## src/inc/vcbc_pkg.sv

```systemverilog
// Package: constants and carrier types of the capture buffer control block
package vcbc_pkg;

	// Register word offsets (byte addresses)
	localparam logic [7:0]  VCBC_OFS_CTRL   = 8'h00;
	localparam logic [7:0]  VCBC_OFS_OVL    = 8'h04;
	localparam logic [7:0]  VCBC_OFS_BUF1   = 8'h08;
	localparam logic [7:0]  VCBC_OFS_BUF2   = 8'h0C;
	localparam logic [7:0]  VCBC_OFS_WSRC   = 8'h10;
	localparam logic [7:0]  VCBC_OFS_STAT   = 8'h14;
	localparam logic [7:0]  VCBC_OFS_PIXCNT = 8'h18;

	// Field positions of capture_control_reg
	localparam int          VCBC_CTL_EN     = 0;
	localparam int          VCBC_CTL_F1     = 1;
	localparam int          VCBC_CTL_F2     = 2;
	localparam int          VCBC_CTL_COND   = 8;
	localparam int          VCBC_CTL_DBL    = 9;
	localparam int          VCBC_CTL_ILACE  = 10;
	localparam int          VCBC_CTL_SKIP_L = 11;
	// Field position of overlay_misc_control_reg
	localparam int          VCBC_OVL_AUTO   = 24;

	// Frame-skip codes
	localparam logic [2:0]  VCBC_SKIP_EVEN  = 3'h2;
	localparam logic [2:0]  VCBC_SKIP_ODD   = 3'h3;

	typedef enum logic {
		VCBC_ST_IDLE,
		VCBC_ST_CAPTURE
	} vcbc_st_t;

	// Wishbone classic request from the master
	typedef struct packed {
		logic        cyc;
		logic        stb;
		logic        we;
		logic [3:0]  sel;
		logic [7:0]  adr;
		logic [31:0] dat;
	} vcbc_wb_req_t;

	// Commands to the capture write path
	typedef struct packed {
		logic        active;
		logic        buf_sel;
		logic        interleave;
		logic [31:0] base;
	} vcbc_cap_t;

	typedef struct packed {
		logic        ack;
		logic [31:0] rdat;
		logic        enable;
		logic        f1;
		logic        f2;
		logic        cond;
		logic        dbl;
		logic        ilace;
		logic [2:0]  skip;
		logic        auto_disp;
		logic [31:0] buf1;
		logic [31:0] buf2;
		logic [31:0] wsrc;
		vcbc_st_t    st;
		logic        cur;
		logic [2:0]  skip_cnt;
		logic [15:0] frames;
		logic        vref_smp;
		logic [15:0] pix_cnt;
		logic [15:0] pix_last;
		logic [31:0] cap_base;
		logic [31:0] ovl_addr;
	} vcbc_state_t;

	// Everything clears at reset: capture off, both flags 0, single continuous mode
	localparam vcbc_state_t VCBC_STATE_RST = '0;

	typedef struct packed {
		logic s1;
		logic s2;
		logic s3;
	} vcbc_edge_state_t;

	localparam vcbc_edge_state_t VCBC_EDGE_RST = '0;

endpackage : vcbc_pkg

```

## src/rtl/vcbc_edge.sv

```systemverilog
// Two-flop synchroniser with rising edge detector for a pin input
`timescale 1ns/1ps
module vcbc_edge (
	// Clock and reset
	input  wire logic SYS_CLK,
	input  wire logic RST,
	input  wire logic CE,
	// Pin and result
	input  wire logic PIN,
	output logic      LEVEL,
	output logic      RISE
);
	import vcbc_pkg::*;

	vcbc_edge_state_t s_ff;
	vcbc_edge_state_t nxt_s;

	always_comb begin
		nxt_s    = s_ff;
		nxt_s.s1 = PIN;
		nxt_s.s2 = s_ff.s1;
		nxt_s.s3 = s_ff.s2;
	end

	always_ff @(posedge SYS_CLK) begin
		if (RST) begin
			s_ff <= VCBC_EDGE_RST;
		end else if (CE) begin
			s_ff <= nxt_s;
		end
	end

	// The first flop feeds only the second one
	assign LEVEL = s_ff.s2;
	assign RISE  = s_ff.s2 & ~s_ff.s3;

endmodule : vcbc_edge

```

## src/rtl/vcbc_top.sv

```systemverilog
// Capture buffer control: buffer selection, status flags, overlay address, Wishbone registers
`timescale 1ns/1ps
module vcbc_top (
	// Clock, reset, enable
	input  wire logic                   SYS_CLK,
	input  wire logic                   RST,
	input  wire logic                   CE,
	// Wishbone classic slave
	input  wire vcbc_pkg::vcbc_wb_req_t WB_REQ,
	output logic                        WB_ACK_O,
	output logic [31:0]                 WB_DAT_O,
	// Video port pins
	input  wire logic                   PCLK,
	input  wire logic                   VREF,
	// Capture write path and overlay
	output vcbc_pkg::vcbc_cap_t         CAP,
	output logic [31:0]                 OVL_ADDR
);
	import vcbc_pkg::*;

	vcbc_state_t s_ff;
	vcbc_state_t nxt_s;
	logic        pclk_rise;
	logic        vref_lvl;
	logic        fr_edge;

	function automatic logic [31:0] wmerge(input logic [31:0] old, input logic [31:0] dat,
		input logic [3:0] sel);
		logic [31:0] r;
		r = old;
		for (int i = 0; i < 4; i++) begin
			if (sel[i]) begin
				r[i*8 +: 8] = dat[i*8 +: 8];
			end
		end
		return r;
	endfunction : wmerge

	function automatic logic [31:0] ctrl_image(input vcbc_state_t s);
		logic [31:0] r;
		r = 32'h0000_0000;
		r[VCBC_CTL_EN]                 = s.enable;
		r[VCBC_CTL_F1]                 = s.f1;
		r[VCBC_CTL_F2]                 = s.f2;
		r[VCBC_CTL_COND]               = s.cond;
		r[VCBC_CTL_DBL]                = s.dbl;
		r[VCBC_CTL_ILACE]              = s.ilace;
		r[VCBC_CTL_SKIP_L +: 3]        = s.skip;
		return r;
	endfunction : ctrl_image

	// Whether the incoming frame is kept by the skip setting
	function automatic logic skip_keep(input logic [2:0] code, input logic odd, input logic [2:0] cnt);
		logic k;
		k = 1'b1;
		if (code == VCBC_SKIP_EVEN) begin
			k = odd;
		end else if (code == VCBC_SKIP_ODD) begin
			k = ~odd;
		end else if (code[2]) begin
			k = (cnt == 3'h0);
		end
		return k;
	endfunction : skip_keep

	function automatic logic [31:0] buf_base(input vcbc_state_t s, input logic sel);
		return sel ? s.buf2 : s.buf1;
	endfunction : buf_base

	// A selected low byte lane hands both flags to software: its write, 1 or 0, beats a clear
	// by the capture unit in the same cycle; with the lane off the hardware value is kept
	function automatic logic flag_merge(input logic lane0, input logic wbit, input logic hw);
		return lane0 ? wbit : hw;
	endfunction : flag_merge

	// Overlay window one source: programmed address, or the buffer not being filled in double mode, else buffer one
	function automatic logic [31:0] ovl_source(input vcbc_state_t s);
		logic [31:0] a;
		if (!s.auto_disp) begin
			a = s.wsrc;
		end else if (s.dbl) begin
			a = buf_base(s, ~s.cur);
		end else begin
			a = s.buf1;
		end
		return a;
	endfunction : ovl_source

	////////////////////////////////////////////////////////////////////////////////
	// Pin sampling

	vcbc_edge u_pclk (
		.SYS_CLK (SYS_CLK),
		.RST     (RST),
		.CE      (CE),
		.PIN     (PCLK),
		.LEVEL   (),
		.RISE    (pclk_rise)
	);

	vcbc_edge u_vref (
		.SYS_CLK (SYS_CLK),
		.RST     (RST),
		.CE      (CE),
		.PIN     (VREF),
		.LEVEL   (vref_lvl),
		.RISE    ()
	);

	// VREF is taken at pixel clock edges, so glitches between them cannot end a frame
	assign fr_edge = pclk_rise & vref_lvl & ~s_ff.vref_smp;

	////////////////////////////////////////////////////////////////////////////////
	// Next state

	always_comb begin
		logic        req;
		logic        wr;
		logic        take;
		logic        rd_take;
		logic [31:0] cimg;
		logic        keep;
		logic        f1;
		logic        f2;
		logic        cur_n;
		logic        pair;
		logic        go;
		req   = WB_REQ.cyc & WB_REQ.stb;
		wr    = req & WB_REQ.we & s_ff.ack;
		take  = req & ~s_ff.ack;
		rd_take = take & ~WB_REQ.we;
		cimg  = 32'h0000_0000;
		keep  = 1'b0;
		f1    = s_ff.f1;
		f2    = s_ff.f2;
		cur_n = s_ff.cur;
		pair  = 1'b0;
		go    = 1'b0;
		nxt_s = s_ff;

		// Bus: ack one cycle after the request is seen, dropped in the following cycle
		nxt_s.ack = take;
		// Only reads load the data register, so a read result stands until the next read
		if (rd_take) begin
			unique case (WB_REQ.adr)
				VCBC_OFS_CTRL:   nxt_s.rdat = ctrl_image(s_ff);
				VCBC_OFS_OVL:    nxt_s.rdat = {7'h00, s_ff.auto_disp, 24'h00_0000};
				VCBC_OFS_BUF1:   nxt_s.rdat = s_ff.buf1;
				VCBC_OFS_BUF2:   nxt_s.rdat = s_ff.buf2;
				VCBC_OFS_WSRC:   nxt_s.rdat = s_ff.wsrc;
				VCBC_OFS_STAT:   nxt_s.rdat = {s_ff.frames, 14'h0000, s_ff.cur, s_ff.st == VCBC_ST_CAPTURE};
				VCBC_OFS_PIXCNT: nxt_s.rdat = {16'h0000, s_ff.pix_last};
				default:         nxt_s.rdat = 32'h0000_0000;
			endcase
		end

		// Pixel clocks per frame, for software to see the port is alive
		if (pclk_rise) begin
			nxt_s.vref_smp = vref_lvl;
			nxt_s.pix_cnt  = s_ff.pix_cnt + 16'h0001;
		end

		if (fr_edge) begin
			nxt_s.frames   = s_ff.frames + 16'h0001;
			nxt_s.pix_last = s_ff.pix_cnt;
			// The boundary edge is the first pixel clock of the new frame
			nxt_s.pix_cnt  = 16'h0001;
			// Frame parity is that of the count before this boundary
			keep = skip_keep(s_ff.skip, s_ff.frames[0], s_ff.skip_cnt);
			// The count runs from zero to the low code bits plus one: one frame kept per run
			if (s_ff.skip[2] && s_ff.skip_cnt <= 3'(s_ff.skip[1:0]) ) begin
				nxt_s.skip_cnt = s_ff.skip_cnt + 3'h1;
			end else begin
				nxt_s.skip_cnt = 3'h0;
			end

			// Completion of the frame just written
			// A first field pulls in its second field unless the enable has been cleared, which splits the pair
			if (s_ff.st == VCBC_ST_CAPTURE) begin
				if (s_ff.ilace) begin
					if (s_ff.cur) begin
						f1    = 1'b0;
						f2    = 1'b0;
						cur_n = 1'b0;
					end else begin
						cur_n = 1'b1;
						pair  = 1'b1;
					end
				end else if (s_ff.cond) begin
					if (s_ff.cur) begin
						f2 = 1'b0;
					end else begin
						f1 = 1'b0;
					end
					cur_n = s_ff.dbl & ~s_ff.cur;
				end else begin
					cur_n = s_ff.dbl & ~s_ff.cur;
				end
			end

			// Decide on the frame now starting
			// Clearing the enable lets the frame in flight finish, and nothing new starts
			if (!s_ff.enable) begin
				go = 1'b0;
			end else if (pair && s_ff.enable) begin
				go = 1'b1;
			end else if (s_ff.ilace) begin
				go    = keep & (f1 | f2);
				cur_n = 1'b0;
			end else if (!s_ff.cond) begin
				go = keep;
				if (!s_ff.dbl) begin
					cur_n = 1'b0;
				end
			end else if (!s_ff.dbl) begin
				go    = keep & f1;
				cur_n = 1'b0;
			end else begin
				go = keep & (f1 | f2);
				if (!(f1 & f2)) begin
					cur_n = f2;
				end
			end
			nxt_s.st       = go ? VCBC_ST_CAPTURE : VCBC_ST_IDLE;
			nxt_s.cur      = cur_n;
			nxt_s.f1       = f1;
			nxt_s.f2       = f2;
			nxt_s.cap_base = buf_base(s_ff, cur_n);
		end

		// Software writes come last so a set in the clearing cycle is kept
		if (wr) begin
			unique case (WB_REQ.adr)
				VCBC_OFS_CTRL: begin
					cimg          = wmerge(ctrl_image(s_ff), WB_REQ.dat, WB_REQ.sel);
					nxt_s.enable  = cimg[VCBC_CTL_EN];
					nxt_s.f1      = flag_merge(WB_REQ.sel[0], cimg[VCBC_CTL_F1], f1);
					nxt_s.f2      = flag_merge(WB_REQ.sel[0], cimg[VCBC_CTL_F2], f2);
					nxt_s.cond    = cimg[VCBC_CTL_COND];
					nxt_s.dbl     = cimg[VCBC_CTL_DBL];
					nxt_s.ilace   = cimg[VCBC_CTL_ILACE];
					nxt_s.skip    = cimg[VCBC_CTL_SKIP_L +: 3];
				end
				VCBC_OFS_OVL: begin
					if (WB_REQ.sel[3]) begin
						nxt_s.auto_disp = WB_REQ.dat[VCBC_OVL_AUTO];
					end
				end
				VCBC_OFS_BUF1: nxt_s.buf1 = wmerge(s_ff.buf1, WB_REQ.dat, WB_REQ.sel);
				VCBC_OFS_BUF2: nxt_s.buf2 = wmerge(s_ff.buf2, WB_REQ.dat, WB_REQ.sel);
				VCBC_OFS_WSRC: nxt_s.wsrc = wmerge(s_ff.wsrc, WB_REQ.dat, WB_REQ.sel);
				default: begin
				end
			endcase
		end

		nxt_s.ovl_addr = ovl_source(s_ff);
	end

	// CE low freezes the whole block, synchronisers included, so no pixel edge is invented
	always_ff @(posedge SYS_CLK) begin
		if (RST) begin
			s_ff <= VCBC_STATE_RST;
		end else if (CE) begin
			s_ff <= nxt_s;
		end
	end

	////////////////////////////////////////////////////////////////////////////////
	// Outputs

	assign WB_ACK_O       = s_ff.ack;
	assign WB_DAT_O       = s_ff.rdat;
	assign CAP.active     = s_ff.st == VCBC_ST_CAPTURE;
	assign CAP.buf_sel    = s_ff.cur;
	assign CAP.interleave = s_ff.ilace;
	assign CAP.base       = s_ff.cap_base;
	assign OVL_ADDR       = s_ff.ovl_addr;

endmodule : vcbc_top

```

## config.mk

```make
export PLATFORM = sky130hd
export DESIGN_NAME = vcbc_top
export DESIGN_NICKNAME = d
export VERILOG_FILES = /design/src/inc/vcbc_pkg.sv /design/src/rtl/vcbc_edge.sv /design/src/rtl/vcbc_top.sv
export SDC_FILE = /design/constraint.sdc
export NUM_CORES = 1
export LEC_CHECK = 0
export BUFFER_PORTS_ARGS = -buffer_cell sky130_fd_sc_hd__buf_2
export CELL_PAD_IN_SITES_DETAIL_PLACEMENT = 2
export CELL_PAD_IN_SITES_GLOBAL_PLACEMENT = 2
export CORE_ASPECT_RATIO = 2
export CORE_MARGIN = 2
export CORE_UTILIZATION = 32
export CTS_CLUSTER_DIAMETER = 120
export DETAILED_ROUTE_END_ITERATION = 8
export PLACE_DENSITY_LB_ADDON = 0.1
export SYNTH_ARGS = -nofsm -noshare
export SYNTH_HDL_FRONTEND = slang
export SYNTH_SLANG_ARGS = --single-unit
```

## constraint.sdc

```tcl
create_clock -name SYS_CLK -period 1.5 [get_ports SYS_CLK]
set_input_delay 0.225 -clock SYS_CLK [delete_from_list [all_inputs] [get_ports SYS_CLK]]
set_output_delay 0.225 -clock SYS_CLK [all_outputs]
set_load 0.01 [all_outputs]
```

==> reports/qor.txt <==
status - complete, but fails checks
failing checks - setup timing
Vias/cell - 5.62
type of origin of the critical path - flip-flop
syn_area_per_cell - 8.25 sq um
total power - 15.5 mW
setup_tns - -26220 ps
Total GRT Usage - 28.5%
synth cell count leaders - 262 x dfxtp_1, 169 x o21ai_0, 162 x nor2_1
Buffers & Inverters on Critical Path - 0
cell count after synthesis - 1519
number of max-cap violations - 0
Residual DRC - 0
Std-Cell Rows - 102
post-synth net total - 1577
register share of total power - 45.2%
final setup fails - 219
kind of critical path - flip-flop to flip-flop
sw frac - 24.9%
type of the worst min-delay path - primary input to flip-flop
Distinct cells, synth - 62
Static Leak - 7.39 nW
area growth from synthesis to layout - 51.2%
placer congestion estimate - 0.870
post-route ant nets - 0
Clk pwr share - 48.5%
top-count cell post-synth - dfxtp_1
Initial DRC Count - 620
pwr/cell area - 816 nW/um^2
Top delay family on crit path - simple AND/OR/NAND/NOR gates
top_reg_cell synth - dfxtp_1
Net Switching - 3.84 mW
Tcrit/Tclk final - 120%
hpwl dp - 40300 um
RSZ-0062 raised after global routing - true
initial antenna violation count - 0
routed len/inst - 28.1 um
clock latency on the worst-skew pair - 580 ps
IO buf count - 151
worst-path maximum fanout - 7
Clock transition at path regs - 80 ps
fraction of layout instances using a drive strength above 1 - 46.5%
Seq/Total Area, Yosys - 41.9%
worst vdd ir - 0.000766 V
initial core utilization - 32.4%
GR Overflow Total - 0
Post-Syn Area - 12500 sq um
core area - 38700 sq um
Sink Count - 262
CP max-delay cell - or3b_4
Die Span Y - 284 um
Max stage delay on crit path - 430 ps
final hold violation count - 0
Max Slew Vio Count - 0
Gate power share - 6.3%
detailed-route via count - 13088
clk buf depth - 3
die area - 40800 sq um
Arr. time, crit path - 2290 ps
number of enable flip-flop cells after synthesis - 0
Final Instance Area - 18900 sq um
Max-slew headroom - 51.2%
Nets - 1846
crit path cell chain - ha_1, and3_4, or3b_4, or3_1, a21oi_1
Final Critical Period - 1800 ps
H-tree Lvls - 1
clock skew - 11.1 ps
Worst-Margin Slew - 732 ps
TritonCTS clock tree - built
Internal - 11.6 mW
root buf cell - clkbuf_16
main area contributors after synthesis - dfxtp_1 42%, mux2i_1 6.9%, o21ai_0 6.8%, buf_4 5.9%, a21oi_1 5.6%
yosys warns - 0
CP required - 1990 ps
largest net degree at the start of global routing - 93
1st-pass router iterations - 5
total CTS buffers - 26
ANT cells - 0
die width - 144 um
final setup margin - -300 ps
crit end category - flip-flop
async set-reset flop share out of synthesis - 0%
first-pass GRT wire length - 87500 um
#FFs+latches synth - 262
top cell type's share of synthesized area - 41.9%
fmax - 0.556 GHz
Area after DPL - 14900 sq um
post-synth top area cell - dfxtp_1
Detailed Route WL - 65300 um
# IOs - 152
vias in the first global route - 14152
==> state kept, by name, indices dropped and copies added, names as in the netlist <==
signal,flops
CAP,35
OVL_ADDR,32
WB_ACK_O,1
WB_DAT_O,32
s_ff,157
u_pclk.LEVEL,1
u_pclk.nxt_s,1
u_pclk.s_ff,1
u_vref.LEVEL,1
u_vref.nxt_s,1
==> area by class of cell <==
class / instances / area (sq um)
Timing Repair Buffer: 445 / 4060
Inverter: 13 / 48.8
Tap cell: 520 / 651
Multi-Input combinational cell: 1040 / 7960
Fill cell: 4033 / 19700
Sequential cell: 262 / 5280
Clock inverter: 13 / 168
Clock buffer: 35 / 776
==> per-layer routing <==
metal | up-vias | global-route usage (%) | part of all wire, %
li1 | 5845 | - | -
met1 | 6663 | 29.1 | 35
met2 | 382 | 53.9 | 55
met3 | 198 | 3.12 | 3.3
met4 | 0 | 17.4 | 7.4
met5 | - | 0 | 0
==> tightest hold or removal path, delay by kind of cell <==
family / cells / cell delay (ps)
multiplexers: 1 / 150
AND/OR/NAND/NOR: 1 / 50
buffers and inverters: 1 / 180
==> cell usage in the layout, fill, tap and decap left out, types with 11 or more instances in the layout <==
master and n:
dfxtp_1 245, buf_4 154, nor2_1 150, buf_2 149, a21oi_2 90, nand2_1 87
mux2i_1 71, o21ai_0 58, o21ai_2 56, a21oi_1 49, buf_12 47, nand2_4 42
buf_6 42, o21ai_1 40, nand3_1 36, clkbuf_16 34, dlygate4sd3_1 34, a31oi_1 32
a22oi_1 30, a211oi_2 24, nand2_2 23, mux2_2 17, o21ai_4 17, nor2_4 16
xor2_1 14, nand4_1 12, dfxtp_2 11, a221oi_1 11, a22o_1 11
==> power groups by stage <==
stage | Combinational [mW] | Clock (mW) | Sequential (mW)
5_1_grt | 1.02 | 7.85 | 6.97
4_1_cts | 0.862 | 7.54 | 6.98
2_1_floorplan | 0.311 | 0 | 7.15
6_report | 0.981 | 7.49 | 6.98
3_3_place_gp | 0.734 | 0 | 7.14
3_5_place_dp | 0.751 | 0 | 7.14
==> through the flow <==
step / cells / util (%) / hold WS, ps / setup slack, ps
after floorplan: 1519 / - / 361 / -176
after global placement: 2200 / 38.6 / 438 / -354
after detailed placement: 2200 / 38.6 / 457 / -411
after CTS: 2302 / 44.7 / 57.5 / -223
after global routing: 2328 / 49.0 / 124 / -340
final: 2328 / 49.0 / 75.1 / -300
==> path summary, 6_finish.rpt <==
check,startpoint,to,slack [ps],cells past startpoint
setup / recovery,s_ff[98],s_ff[111],-300,5
hold / removal,WB_REQ[2],s_ff[120],80,3
setup reg to reg,s_ff[98],s_ff[111],-300,5
hold reg to reg,WB_DAT_O[21],WB_DAT_O[21],460,2
==> cell families (layout without fill, tap and decap cells) <==
kind of cell / Yosys count / in the layout / synth area share, %
AO/OA/AOI/OAI: 463 / 463 / 21.6
XOR/XNOR: 26 / 26 / 1.82
adder cells (fa/ha/maj): 6 / 6 / 0.599
buffers and inverters: 220 / 506 / 9.74
flip-flops: 262 / 262 / 41.9
multiplexers: 103 / 103 / 8.40
AND/OR/NAND/NOR: 439 / 442 / 16.0
==> timing repair <==
action | in CTS | in global routing
setup endpoints to repair | 247 | 237
setup buffers | 21 | 23
endpoints found under the hold margin | 101 | 0
gates resized for setup | 275 | 351
hold buffers | 34 | 0
pin swaps | 65 | 162
cloned | 7 | 10
No activity file was read; power rests on OpenSTA's default activity.
